`config.mk`:
```
export PLATFORM = sky130hd
export DESIGN_NAME = tpc_top
export DESIGN_NICKNAME = d
export VERILOG_FILES = /design/src/hw/tpc_pkg.sv /design/src/hw/tpc_top.sv /design/src/hw/tpc_sync.sv /design/src/hw/tpc_stretch.sv
export SDC_FILE = /design/constraint.sdc
export NUM_CORES = 1
export LEC_CHECK = 0
export ABC_AREA = 1
export BUFFER_PORTS_ARGS = -buffer_cell sky130_fd_sc_hd__buf_4
export CAP_MARGIN = 20
export CORE_MARGIN = 1.5
export CORE_UTILIZATION = 35
export CTS_CLUSTER_SIZE = 25
export DETAILED_ROUTE_END_ITERATION = 16
export MAX_ROUTING_LAYER = met4
export SYNTH_ARGS = -nofsm -noshare
export SYNTH_HDL_FRONTEND = slang
export SYNTH_SLANG_ARGS = --single-unit
```
`constraint.sdc`:
```
create_clock -name mclk_i -period 1.8 [get_ports mclk_i]
set_clock_uncertainty 0.15 [all_clocks]
set_input_delay 0.18 -clock mclk_i [delete_from_list [all_inputs] [get_ports mclk_i]]
set_output_delay 0.18 -clock mclk_i [all_outputs]
set_load 0.03 [all_outputs]
```
`src/hw/tpc_pkg.sv`:
```
package tpc_pkg;
    // timing base
    localparam int CLK_MHZ   = 200;
    localparam int BUSY_NS   = 200;
    localparam int CARRY_NS  = 300;
    // least times round up to whole cycles
    localparam int BUSY_CYC  = (BUSY_NS * CLK_MHZ + 999) / 1000;
    localparam int CARRY_CYC = (CARRY_NS * CLK_MHZ + 999) / 1000;
    localparam int STR_W     = 8;

    // position word
    localparam int POS_W     = 16;
    localparam logic [15:0] POS_RST = 16'h0000;

    // resolution select codes and masks
    localparam logic [1:0]  RES_10 = 2'h0;
    localparam logic [1:0]  RES_12 = 2'h1;
    localparam logic [1:0]  RES_14 = 2'h2;
    localparam logic [1:0]  RES_16 = 2'h3;
    localparam logic [15:0] MASK_10 = 16'h03ff;
    localparam logic [15:0] MASK_12 = 16'h0fff;
    localparam logic [15:0] MASK_14 = 16'h3fff;
    localparam logic [15:0] MASK_16 = 16'hffff;

    // register bus
    localparam int ADDR_W = 4;
    localparam int DATA_W = 16;
    localparam logic [3:0] OFS_STATUS = 4'h0;
    localparam logic [3:0] OFS_MASK   = 4'h1;
    localparam logic [3:0] OFS_COUNT  = 4'h2;
    localparam logic [3:0] OFS_LATCH  = 4'h3;
    localparam logic [3:0] OFS_INFO   = 4'h4;

    // status and mask bit positions
    localparam int ST_STEP  = 0;
    localparam int ST_CARRY = 1;
    localparam int ST_DIRCH = 2;
    localparam int ST_W     = 3;
    localparam logic [2:0] MASK_RST = 3'h0;

    // info register field positions
    localparam int INFO_RES_LO = 0;
    localparam int INFO_DIR    = 2;
    localparam int INFO_HOLD   = 3;

    // one decoded counter step
    typedef struct packed {
        logic step;
        logic up;
        logic wrap;
    } tpc_step_t;

    // register port request
    typedef struct packed {
        logic              wr;
        logic              rd;
        logic [ADDR_W-1:0] addr;
        logic [DATA_W-1:0] wdata;
    } tpc_bus_req_t;
endpackage

```
`src/hw/tpc_top.sv`:
```
`timescale 1ns/1ps
module tpc_top (
    input  wire logic                       mclk_i,
    input  wire logic                       rst_i,
    input  wire logic                       step_up_i,
    input  wire logic                       step_dn_i,
    input  wire logic                       hold_n_i,
    input  wire logic                       res_select_a_i,
    input  wire logic                       res_select_b_i,
    input  wire logic [tpc_pkg::ADDR_W-1:0] addr_i,
    input  wire logic [tpc_pkg::DATA_W-1:0] wdata_i,
    input  wire logic                       wr_i,
    input  wire logic                       rd_i,
    output logic      [tpc_pkg::DATA_W-1:0] rdata_o,
    output logic      [tpc_pkg::POS_W-1:0]  position_bits_o,
    output logic                            busy_o,
    output logic                            carry_pulse_out_o,
    output logic                            dir_o,
    output logic                            irq_o
);
    logic [4:0]                 sync_q;
    logic                       up_q;
    logic                       dn_q;
    logic                       hold_q;
    logic [1:0]                 res_q;
    logic                       up_prev_ff;
    logic                       dn_prev_ff;
    logic                       hold_prev_ff;
    logic [tpc_pkg::POS_W-1:0]  cnt_ff;
    logic [tpc_pkg::POS_W-1:0]  nxt_cnt;
    logic [tpc_pkg::POS_W-1:0]  res_mask_ff;
    logic [tpc_pkg::POS_W-1:0]  latch_ff;
    logic                       carry_req_ff;
    logic                       busy_req;
    logic                       dir_chg;
    logic [tpc_pkg::ST_W-1:0]   status_ff;
    logic [tpc_pkg::ST_W-1:0]   irq_mask_ff;
    logic [tpc_pkg::ST_W-1:0]   ev;
    tpc_pkg::tpc_step_t         stp;
    tpc_pkg::tpc_bus_req_t      req;

    assign req = '{wr: wr_i, rd: rd_i, addr: addr_i, wdata: wdata_i};

    // step, hold and select pins cross into the clock domain first; bus pins go in directly
    tpc_sync #(.W(5)) u_sync (
        .mclk_i (mclk_i),
        .rst_i  (rst_i),
        .d_i    ({step_up_i, step_dn_i, hold_n_i,
                  res_select_b_i, res_select_a_i}),
        .q_o    (sync_q)
    );
    assign up_q   = sync_q[4];
    assign dn_q   = sync_q[3];
    assign hold_q = sync_q[2];
    assign res_q  = sync_q[1:0];

    // edge history of synchronised pins; kept running through reset
    // so the idle levels never show up as an edge after it
    always_ff @(posedge mclk_i) begin
        up_prev_ff   <= up_q;
        dn_prev_ff   <= dn_q;
        hold_prev_ff <= hold_q;
    end

    // decode one step; coincident up and down cancel out
    always_comb begin
        stp.up   = up_q & ~up_prev_ff;
        stp.step = stp.up ^ (dn_q & ~dn_prev_ff);
        stp.wrap = stp.up ? (cnt_ff == res_mask_ff) : (cnt_ff == '0);
    end

    always_ff @(posedge mclk_i) begin
        if (rst_i) begin
            res_mask_ff <= tpc_pkg::MASK_10;
        end else begin
            case (res_q)
                tpc_pkg::RES_10: res_mask_ff <= tpc_pkg::MASK_10;
                tpc_pkg::RES_12: res_mask_ff <= tpc_pkg::MASK_12;
                tpc_pkg::RES_14: res_mask_ff <= tpc_pkg::MASK_14;
                tpc_pkg::RES_16: res_mask_ff <= tpc_pkg::MASK_16;
                default:         res_mask_ff <= tpc_pkg::MASK_16;
            endcase
        end
    end

    // plain binary wrapping at full scale
    always_comb begin
        nxt_cnt = cnt_ff;
        if (stp.step && stp.up) begin
            nxt_cnt = cnt_ff + 1'b1;
        end else if (stp.step) begin
            nxt_cnt = cnt_ff - 1'b1;
        end
        // masking also trims the count after a width change
        nxt_cnt = nxt_cnt & res_mask_ff;
    end

    always_ff @(posedge mclk_i) begin
        if (rst_i) begin
            cnt_ff <= tpc_pkg::POS_RST;
        end else begin
            cnt_ff <= nxt_cnt;
        end
    end

    always_ff @(posedge mclk_i) begin
        if (rst_i) begin
            dir_o <= 1'b1;
        end else if (stp.step) begin
            dir_o <= stp.up;
        end
    end
    assign dir_chg = stp.step & (stp.up != dir_o);

    // one cycle behind direction, so direction settles first
    always_ff @(posedge mclk_i) begin
        if (rst_i) begin
            carry_req_ff <= 1'b0;
        end else begin
            carry_req_ff <= stp.step & stp.wrap;
        end
    end

    tpc_stretch #(.CYC(tpc_pkg::CARRY_CYC)) u_carry (
        .mclk_i  (mclk_i),
        .rst_i   (rst_i),
        .trig_i  (carry_req_ff),
        .pulse_o (carry_pulse_out_o)
    );

    // busy also refreshes latch on hold release
    assign busy_req = stp.step | (hold_q & ~hold_prev_ff);
    tpc_stretch #(.CYC(tpc_pkg::BUSY_CYC)) u_busy (
        .mclk_i  (mclk_i),
        .rst_i   (rst_i),
        .trig_i  (busy_req),
        .pulse_o (busy_o)
    );

    // output latch follows only while hold high
    always_ff @(posedge mclk_i) begin
        if (rst_i) begin
            latch_ff <= tpc_pkg::POS_RST;
        end else if (hold_q) begin
            latch_ff <= cnt_ff;
        end
    end

    always_ff @(posedge mclk_i) begin
        if (rst_i) begin
            position_bits_o <= tpc_pkg::POS_RST;
        end else begin
            position_bits_o <= latch_ff & res_mask_ff;
        end
    end

    // sticky events; a new event beats a same-cycle clear
    always_comb begin
        ev = '0;
        ev[tpc_pkg::ST_STEP]  = stp.step;
        ev[tpc_pkg::ST_CARRY] = carry_req_ff;
        ev[tpc_pkg::ST_DIRCH] = dir_chg;
    end

    always_ff @(posedge mclk_i) begin
        if (rst_i) begin
            status_ff <= '0;
        end else if (req.wr && req.addr == tpc_pkg::OFS_STATUS) begin
            status_ff <= (status_ff & ~req.wdata[tpc_pkg::ST_W-1:0]) | ev;
        end else begin
            status_ff <= status_ff | ev;
        end
    end

    // interrupt mask
    always_ff @(posedge mclk_i) begin
        if (rst_i) begin
            irq_mask_ff <= tpc_pkg::MASK_RST;
        end else if (req.wr && req.addr == tpc_pkg::OFS_MASK) begin
            irq_mask_ff <= req.wdata[tpc_pkg::ST_W-1:0];
        end
    end

    // level interrupt from unmasked sticky bits
    always_ff @(posedge mclk_i) begin
        if (rst_i) begin
            irq_o <= 1'b0;
        end else begin
            irq_o <= |(status_ff & irq_mask_ff);
        end
    end

    // read data for one cycle only; unmapped reads give zero
    always_ff @(posedge mclk_i) begin
        if (rst_i) begin
            rdata_o <= '0;
        end else if (req.rd) begin
            case (req.addr)
                tpc_pkg::OFS_STATUS:
                    rdata_o <= {13'h0000, status_ff};
                tpc_pkg::OFS_MASK:
                    rdata_o <= {13'h0000, irq_mask_ff};
                tpc_pkg::OFS_COUNT:
                    rdata_o <= cnt_ff;
                tpc_pkg::OFS_LATCH:
                    rdata_o <= latch_ff & res_mask_ff;
                tpc_pkg::OFS_INFO:
                    rdata_o <= {12'h000, hold_q, dir_o, res_q};
                default:
                    rdata_o <= '0;
            endcase
        end else begin
            rdata_o <= '0;
        end
    end

    // helper: length of current carry pulse
    logic [tpc_pkg::STR_W-1:0] carry_len_ff;
    always_ff @(posedge mclk_i) begin
        if (rst_i || !carry_pulse_out_o) begin
            carry_len_ff <= '0;
        end else if (carry_len_ff != '1) begin
            carry_len_ff <= carry_len_ff + 1'b1;
        end
    end
endmodule // tpc_top

```
`src/hw/tpc_sync.sv`:
```
`timescale 1ns/1ps
module tpc_sync #(
    parameter int W = 1
) (
    input  wire logic         mclk_i,
    input  wire logic         rst_i,
    input  wire logic [W-1:0] d_i,
    output logic      [W-1:0] q_o
);
    logic [W-1:0] meta_ff;

    // two flops; first stage feeds only the second
    // no reset: the flops track the pins through reset, so a pin that
    // idles high does not look like a fresh edge once reset is gone
    always_ff @(posedge mclk_i) begin
        meta_ff <= d_i;
        q_o     <= meta_ff;
    end
endmodule // tpc_sync

```
`src/hw/tpc_stretch.sv`:
```
`timescale 1ns/1ps
module tpc_stretch #(
    parameter int CYC = 2
) (
    input  wire logic mclk_i,
    input  wire logic rst_i,
    input  wire logic trig_i,
    output logic      pulse_o
);
    localparam logic [tpc_pkg::STR_W-1:0] LOAD =
        tpc_pkg::STR_W'(CYC - 1);

    logic [tpc_pkg::STR_W-1:0] cnt_ff;

    // retrigger restarts the full width
    always_ff @(posedge mclk_i) begin
        if (rst_i) begin
            cnt_ff  <= '0;
            pulse_o <= 1'b0;
        end else if (trig_i) begin
            cnt_ff  <= LOAD;
            pulse_o <= 1'b1;
        end else if (cnt_ff != '0) begin
            cnt_ff  <= cnt_ff - 1'b1;
        end else begin
            pulse_o <= 1'b0;
        end
    end
endmodule // tpc_stretch

```
==> results of run 1 <==
==> area by class of cell <==
class,count,area [sq um],area share
clock buffer,10,239.0,0.04367
clock inverter,5,85.08,0.01555
inverter,69,259.0,0.04733
multi-input combinational,383,1898,0.3468
sequential,107,2145,0.3919
tap,147,183.9,0.03361
timing repair buffer,84,663.1,0.1212
==> per-stage QoR <==
step	cells	util	setup TNS (ps)	hold slack, ps
after global placement	774	0.4110	-27.18	134.3
after CTS	804	0.4504	-0.07927	2.134
after floorplan	574	-	0	57.72
after detailed placement	774	0.4110	-89.22	135.6
after global routing	805	0.4556	-187.8	31.19
final	805	0.4556	0	18.03
==> per-layer routing <==
layer	part of all wire	vias up	track usage
met3	0.049	8	0.05632
li1	-	2019	-
met1	0.48	1745	0.2136
met2	0.46	74	0.2727
met5	0	-	-
met4	0.0090	0	0.05083
==> what timing repair did <==
item                                   4_1_cts  5_1_grt
pin swaps                                    2        4
endpoints found under the hold margin       17        0
gates resized for setup                      1       14
hold buffers                                13        0
setup endpoints to repair                    5       19
cloned                                       0        0
buffers inserted                             2        1
==> tightest hold or removal path, delay by kind of cell <==
kind | cells | cell delay (ps)
AO/OA/AOI/OAI | 1 | 70
buffers and inverters | 1 | 100
AND/OR/NAND/NOR | 2 | 120
==> registers in the layout, summed over array words and instances (netlist names), 3 cells and up <==
signal and cells:
u_sync.meta_ff 5, res_mask_ff 3, irq_mask_ff 3, u_sync.q_o 5, cnt_ff 16, u_busy.cnt_ff 8, latch_ff 16, position_bits_o 16
u_carry.cnt_ff 8, rdata_o 16, status_ff 3
==> path summary, 6_finish.rpt <==
| kind | start | to | slack (ps) | depth (start not counted) |
|---|---|---|---|---|
| worst max register to register | u_sync.q_o[4] | cnt_ff[6] | 70 | 11 |
| worst min register to register | u_sync.meta_ff[1] | u_sync.q_o[1] | 180 | 0 |
| worst min-delay path | addr_i[3] | rdata_o[2] | 20 | 4 |
| worst max-delay path | u_sync.q_o[4] | cnt_ff[6] | 70 | 11 |
==> where the power goes <==
group          switching [mW]  internal, mW  total, mW  leakage [nW]
clock network           0.877          1.26       2.14         0.161
logic                   0.751         0.480       1.23          1.36
registers               0.156          2.56       2.72         0.879
==> placed cells by master (no fill, tap or decap), drive strengths merged, types with 2 or more instances in the layout <==
cell type    netlist  layout
nand2            110     110
dfxtp            107     107
nor2              90      90
buf               10      71
inv               68      70
a21oi             60      60
o21ai             39      39
nand3             36      36
dlygate4sd3        0      13
nand4             11      11
clkbuf             5      10
nor3              10      10
ha                 5       5
xor2               4       4
nand3b             4       4
o22ai              3       3
o221ai             2       2
xnor2              2       2
or2                2       2
bufinv             0       2
clkinv             1       2
a22oi              2       2
==> cell families after synthesis <==
| logic type | Yosys count | share of synthesized area |
|---|---|---|
| and+or+nand+nor | 264 | 0.2691 |
| AOI/OAI and AO/OA | 108 | 0.1315 |
| DFF | 107 | 0.4970 |
| buffers and inverters | 84 | 0.07576 |
| xor gates and xnor gates | 6 | 0.01219 |
| adders and majority gates | 5 | 0.01451 |
==> results.json, run 1 <==
{
  "status": "finished, final reports clean",
  "grt_overflow": 0,
  "netlist_area_sq_um": 4310,
  "drive_gt1_frac": 0.1763,
  "final_cell_area_sq_um": 5473,
  "avgSynthCellArea_sq_um": 7.509,
  "path_max_fanout": 4,
  "syn_nets": 608,
  "critPathCaptureType": "register",
  "fin_nets": 688,
  "fp.dieH_um": 114.0,
  "grt_max_degree": 34,
  "post-dp-hpwl_um": 7596,
  "cp_common_cell": "nor2_4",
  "die_area_sq_um": 12990,
  "min_path_type": "in -> reg",
  "cts-root-buf": "clkbuf_16",
  "synth.area.top_cells": "dfxtp_1 (50%), nand2_1 (9.6%), nor2_1 (7.1%)",
  "area_growth_syn_to_layout_pct": 26.97,
  "cts-htree-levels": 3,
  "cp.arrival_ps": 1830,
  "leakage_nw": 2.396,
  "ant_nets": 0,
  "ys_warn_count": 0,
  "max_stage_delay_ps": 320,
  "io_pins": 65,
  "startpoint_type": "register",
  "timing_hold_violations_final": 0,
  "drv_slew": 0,
  "finalCriticalPeriod_ps": 1732,
  "synthArstFlopShare": 0,
  "synth_edf_count": 0,
  "grt_setup_unrepaired": "true",
  "setup_viol": 0,
  "worstSkewPairLatency_ps": 350,
  "initial_core_util": 0.3589,
  "worstMarginPinSlew_ps": 404.0,
  "dp_worst_setup_slack_ps": -73.62,
  "post_drt_wl_per_cell_um": 12.79,
  "relSlewSlack": 0.7304,
  "num_rows": 40,
  "syn_inst": 574,
  "clock_path_buffers": 2,
  "grt_pass1_vias": 3705,
  "nFillCells": 1230,
  "place.gp.congestion": 0.9325,
  "drt_iter0_drc": 168,
  "vias": 3846,
  "die_w_um": 114.0,
  "synth_ff_type": "dfxtp_1",
  "numPortBuffers": 51,
  "critPathTopFamily": "flip-flops",
  "yosys.area.top_type": "dfxtp_1",
  "drt_pass1_iterations": 4,
  "antenna_found_initial": 0,
  "synth_top_area_share": 0.4970,
  "path_clk_slew_ps": 70,
  "grt_pass1_wl_um": 17130,
  "ir_worst_vdd_uv": 580.2,
  "path_buf_inv": 3,
  "drc": 0,
  "cts_buffers": 9,
  "core-area_sq_um": 12010,
  "placed_area_sq_um": 4937,
  "antenna_cells": 0,
  "crit_chain": "inv_1 > nor2_4 > ha_4 > nor2_4 > inv_2 > nor2_4 > buf_4 > a22oi_1 > nand2_1 > nand2_1 > nor2_1",
  "period_share": 0.9623,
  "drv_cap": 0,
  "total_power_mw": 6.085,
  "cp.required_ps": 1900,
  "p_per_area_nw_per_um2": 1112,
  "seq_area_frac_synth": 0.4970,
  "synthMostInstantiatedCell": "nand2_1",
  "cts_tree": "done",
  "critical_path_class": "reg -> reg",
  "crit_slowest_cell": "dfxtp_2",
  "worst_slack_ps": 67.81,
  "fmax_ghz": 0.5773,
  "wl_um": 10290,
  "ys_ff_latch": 107,
  "yosys-top-cells-count": "nand2_1 (110), dfxtp_1 (107), nor2_1 (82), inv_1 (63), a21oi_1 (60)",
  "grt.total_usage": 0.1735,
  "vias_per_cell": 4.778,
  "cts.sinks": 107,
  "synth_cell_types": 33
}
Note: power is estimated with default switching activity, not from simulation.
==> inputs of run 2 (changes only) <==
--- a/config.mk
+++ b/config.mk
@@ -13,6 +13,8 @@
 export CTS_CLUSTER_SIZE = 25
 export DETAILED_ROUTE_END_ITERATION = 16
 export MAX_ROUTING_LAYER = met4
+export SETUP_SLACK_MARGIN = 0.3
+export SLEW_MARGIN = 20
 export SYNTH_ARGS = -nofsm -noshare
 export SYNTH_HDL_FRONTEND = slang
 export SYNTH_SLANG_ARGS = --single-unit
==> results.json, run 2 (synthesis results as in run 1) <==
{
  "grt_max_degree": 34,
  "drc": 0,
  "critPathLaunch": "u_sync.q_o[4]",
  "grt_pass1_vias": 3814,
  "die_area_sq_um": 12990,
  "post-dp-hpwl_um": 7551,
  "min_path_type": "in -> reg",
  "io_pins": 65,
  "period_share": 0.9272,
  "rr_endpoint": "cnt_ff[14]",
  "layout_commonest_cell": "nand2_1",
  "multiInputGateArea_sq_um": 2132,
  "cts.sinks": 107,
  "critPathCaptureType": "register",
  "worstMarginPinSlew_ps": 486.1,
  "top_layer": "met4",
  "r2r-start": "u_sync.q_o[4]",
  "setup_tns_ps": 0,
  "core-area_sq_um": 12010,
  "cts_buffers": 9,
  "cp.depth": 11,
  "final_util": 0.4800,
  "max_stage_delay_ps": 330,
  "worst_slack_ps": 131.0,
  "finalCriticalPeriod_ps": 1669,
  "nFillCells": 1160,
  "grt_pass1_wl_um": 17850,
  "setup_viol": 0,
  "grt_overflow": 0,
  "drive_gt1_frac": 0.2636,
  "drv_slew": 0,
  "grt.total_usage": 0.1780,
  "num_rows": 40,
  "placed_cells": 769,
  "status": "finished with violations",
  "regArea_sq_um": 2155,
  "numPortBuffers": 51,
  "relSlewSlack": 0.6756,
  "critPathTopFamily": "simple AND/OR/NAND/NOR gates",
  "path_clk_slew_ps": 70,
  "final_cell_count_no_fill": 811,
  "ir_worst_vdd_uv": 465.1,
  "met2_length_um": 5198,
  "whs_ps": -5.280,
  "crit_slowest_cell": "dfxtp_2",
  "clock_path_buffers": 2,
  "fp.dieH_um": 114.0,
  "drv_cap": 0,
  "fmax_ghz": 0.5992,
  "wl_um": 10850,
  "worstSkewPairLatency_ps": 340,
  "path_max_fanout": 4,
  "layout_common_cells": "nand2_1 (102), dfxtp_1 (97), buf_4 (75), nor2_1 (70), a21oi_1 (58)",
  "reg2reg_depth": 11,
  "area_growth_syn_to_layout_pct": 33.76,
  "path_buf_inv": 2,
  "final_cell_area_sq_um": 5766,
  "wl_met3_um": 432,
  "crit_chain": "inv_2 > nor2_4 > ha_4 > nor2_4 > inv_4 > nor2_4 > nand3_2 > o21ai_2 > nand2_1 > nand2_1 > nor2_1",
  "place.gp.congestion": 0.8977,
  "cp.arrival_ps": 1760,
  "critical_path_class": "reg -> reg",
  "timing_hold_violations_final": 1,
  "drt_iter0_drc": 218,
  "post_drt_wl_per_cell_um": 13.37,
  "antenna_found_initial": 0,
  "p_per_area_nw_per_um2": 1095,
  "ant_nets": 0,
  "cp.required_ps": 1900,
  "r2r_setup_slack_ps": 130,
  "total_power_mw": 6.314,
  "dp_worst_setup_slack_ps": 37.25,
  "initial_core_util": 0.3589,
  "cts-htree-levels": 3,
  "leakage_nw": 2.462,
  "fin_nets": 693,
  "startpoint_type": "register",
  "vias_per_cell": 4.874,
  "met1Wirelength_um": 5059,
  "critPathCapture": "cnt_ff[14]",
  "drt_pass1_iterations": 5,
  "die_w_um": 114.0,
  "antenna_cells": 0,
  "placed_area_sq_um": 4949,
  "cp_common_cell": "nor2_4",
  "violations": "hold timing",
  "grt_setup_unrepaired": "true",
  "cts-root-buf": "clkbuf_16",
  "cts_tree": "done",
  "vias": 3953
}
-- run 2: layer usage --
layer  vias up  track usage
met5         -            -
met1      1833       0.2277
li1       2025            -
met4         0      0.06333
met2        83       0.2831
met3        12      0.03241
-- run 2: power by group --
group	switching (mW)	leakage (nW)	internal, mW
registers	0.187	0.881	2.56
logic	0.888	1.43	0.644
clock network	0.899	0.151	1.13
total	1.97	2.46	4.34
-- run 2: area by class of cell --
| type | instances | share of cell area |
|---|---|---|
| Sequential cell | 107 | 0.3737 |
| Clock buffer | 10 | 0.04145 |
| Clock inverter | 6 | 0.01237 |
| Multi-Input combinational cell | 383 | 0.3698 |
| Timing Repair Buffer | 89 | 0.1241 |
| Tap cell | 147 | 0.03190 |
| Inverter | 69 | 0.04666 |
-- run 2: worst reg2reg max path: cells and delay by family (launching register included) --
family / cells / cell delay, ps
simple gates: 7 / 590
compound gates: 1 / 180
buf+inv: 2 / 100
flops: 1 / 330
fa+ha+maj: 1 / 230
-- run 2: repair_timing --
item                                   4_1_cts  5_1_grt
setup endpoints to repair                   33       37
gates resized for setup                     43       38
hold buffers                                12        0
endpoints found under the hold margin        9        0
gates cloned                                 0        0
pin swaps                                   15       16
buffers inserted                             6        9
-- run 2: worst min path at each step --
stage                   startpoint  depth (start not counted)                end
floorplan           res_select_a_i                          0  u_sync.meta_ff[0]
global placement    res_select_b_i                          1  u_sync.meta_ff[1]
detailed placement        hold_n_i                          1  u_sync.meta_ff[2]
CTS                          rst_i                          2   u_busy.cnt_ff[2]
global route             addr_i[3]                          4         rdata_o[1]
finish                        wr_i                          3     irq_mask_ff[2]
==> inputs of run 3 (changes only) <==
--- a/config.mk
+++ b/config.mk
@@ -9,10 +9,11 @@
 export BUFFER_PORTS_ARGS = -buffer_cell sky130_fd_sc_hd__buf_4
 export CAP_MARGIN = 20
 export CORE_MARGIN = 1.5
-export CORE_UTILIZATION = 35
+export CORE_UTILIZATION = 51
 export CTS_CLUSTER_SIZE = 25
 export DETAILED_ROUTE_END_ITERATION = 16
 export MAX_ROUTING_LAYER = met4
+export PLACE_DENSITY = 0.76
 export SETUP_SLACK_MARGIN = 0.3
 export SLEW_MARGIN = 20
 export SYNTH_ARGS = -nofsm -noshare
==> results.json, run 3 (synthesis results as in run 1) <==
{
  "wl_um": 10950,
  "reg2reg_depth": 11,
  "period_share": 0.9394,
  "setup_tns_ps": 0,
  "place.gp.congestion": 0.8700,
  "cts_buffers": 9,
  "worstMarginPinSlew_ps": 419.0,
  "holdCritStartpoint": "addr_i[1]",
  "final_util": 0.6993,
  "critPathLaunch": "u_sync.q_o[4]",
  "num_rows": 33,
  "fin_nets": 700,
  "die_area_sq_um": 9013,
  "cts-htree-levels": 3,
  "drt_iter0_drc": 191,
  "layout_commonest_cell": "nand2_1",
  "nFillCells": 654,
  "drive_gt1_frac": 0.2930,
  "area_growth_syn_to_layout_pct": 33.29,
  "min_path_type": "in -> reg",
  "io_pins": 65,
  "r2r-start": "u_sync.q_o[4]",
  "grt_pass1_vias": 3737,
  "fp.dieH_um": 94.94,
  "leakage_nw": 2.458,
  "cp.required_ps": 1910,
  "grt_overflow": 0,
  "antenna_found_initial": 0,
  "numPortBuffers": 51,
  "cts-root-buf": "clkbuf_8",
  "layout_common_cells": "nand2_1 (101), dfxtp_1 (97), buf_4 (76), nor2_1 (68), inv_1 (52)",
  "die_w_um": 94.94,
  "drc": 0,
  "vias": 4049,
  "grt_setup_unrepaired": "true",
  "critical_path_class": "reg -> reg",
  "grt_pass1_wl_um": 16940,
  "path_clk_slew_ps": 90,
  "p_per_area_nw_per_um2": 1015,
  "ir_worst_vdd_uv": 490.2,
  "drt_pass1_iterations": 5,
  "r2r_setup_slack_ps": 110,
  "grt.total_usage": 0.2513,
  "finalCriticalPeriod_ps": 1691,
  "timing_hold_violations_final": 0,
  "clock_path_buffers": 2,
  "drv_slew": 0,
  "relSlewSlack": 0.7203,
  "setup_viol": 0,
  "whs_ps": 15.25,
  "worstSkewPairLatency_ps": 360,
  "antenna_cells": 0,
  "grt_max_degree": 37,
  "vias_per_cell": 5.231,
  "startpoint_type": "register",
  "cp.arrival_ps": 1800,
  "path_max_fanout": 4,
  "critPathCaptureType": "register",
  "hold_depth": 4,
  "cts.sinks": 107,
  "regArea_sq_um": 2155,
  "multiInputGateArea_sq_um": 2211,
  "drv_cap": 0,
  "fmax_ghz": 0.5914,
  "post_drt_wl_per_cell_um": 14.14,
  "initial_core_util": 0.5246,
  "core-area_sq_um": 8217,
  "ant_nets": 0,
  "status": "finished, final reports clean",
  "post-dp-hpwl_um": 7339,
  "cts_tree": "done"
}
-- run 3: cell types whose count changed in the layout (fill, tap and decap cells not counted), sizes merged --
cell / delta
clkbuf: +1
bufinv: -1
inv: -3
clkinv: +1
buf: +7
-- run 3: report_power, final --
group | internal, mW | switching [mW] | leakage [nW]
clock | 0.569 | 0.776 | 0.0875
combinational | 0.758 | 0.964 | 1.49
sequential | 2.57 | 0.197 | 0.881
total | 3.89 | 1.94 | 2.46
-- run 3: through the flow --
stage	cells	power (mW)	cell area, sq um	setup slack, ps
finish	774	5.830	5746	109.0
global route	774	6.135	5746	25.97
CTS	764	5.499	5524	76.04
detailed placement	726	3.955	4888	27.17
global placement	726	3.901	4888	64.46
floorplan	574	3.630	4365	220.3
-- run 3: metal layers --
| metal | up-vias | share of wire | track usage |
|---|---|---|---|
| met1 | 1886 | 0.43 | 0.3005 |
| met2 | 110 | 0.51 | 0.4202 |
| met4 | 0 | 0.018 | 0.1082 |
| met5 | - | 0 | - |
| li1 | 2037 | - | - |
| met3 | 16 | 0.041 | 0.03623 |
-- run 3: critical path: stages, from the launching register on --
cell and delay (ps):
dfxtp_2 340, inv_2 40, nor2_4 110, ha_4 240
nor2_4 110, inv_4 60, nor2_4 160, nand4_1 150
nand2_1 80, nand2_1 40, nand2_1 60, nor2_1 40
-- run 3: layout make-up --
| class | instances | share of cell area |
|---|---|---|
| inverters | 69 | 0.04900 |
| repair buffers | 96 | 0.1376 |
| flip-flops and latches | 107 | 0.3750 |
| clock inverters | 3 | 0.004355 |
| well taps | 105 | 0.02287 |
| clock buffers | 11 | 0.02635 |
| multi-input cells | 383 | 0.3848 |
-- run 3: path summary, 6_finish.rpt --
path               endpoint
min          irq_mask_ff[2]
max              cnt_ff[13]
min reg2reg   u_sync.q_o[3]
max reg2reg      cnt_ff[13]
-- run 3: timing repair --
action | CTS | global route
pin swaps | 22 | 24
setup buffers | 10 | 13
setup endpoints to repair | 32 | 38
hold endpoints to repair | 12 | 0
hold buffers | 14 | 0
resized for setup | 60 | 49
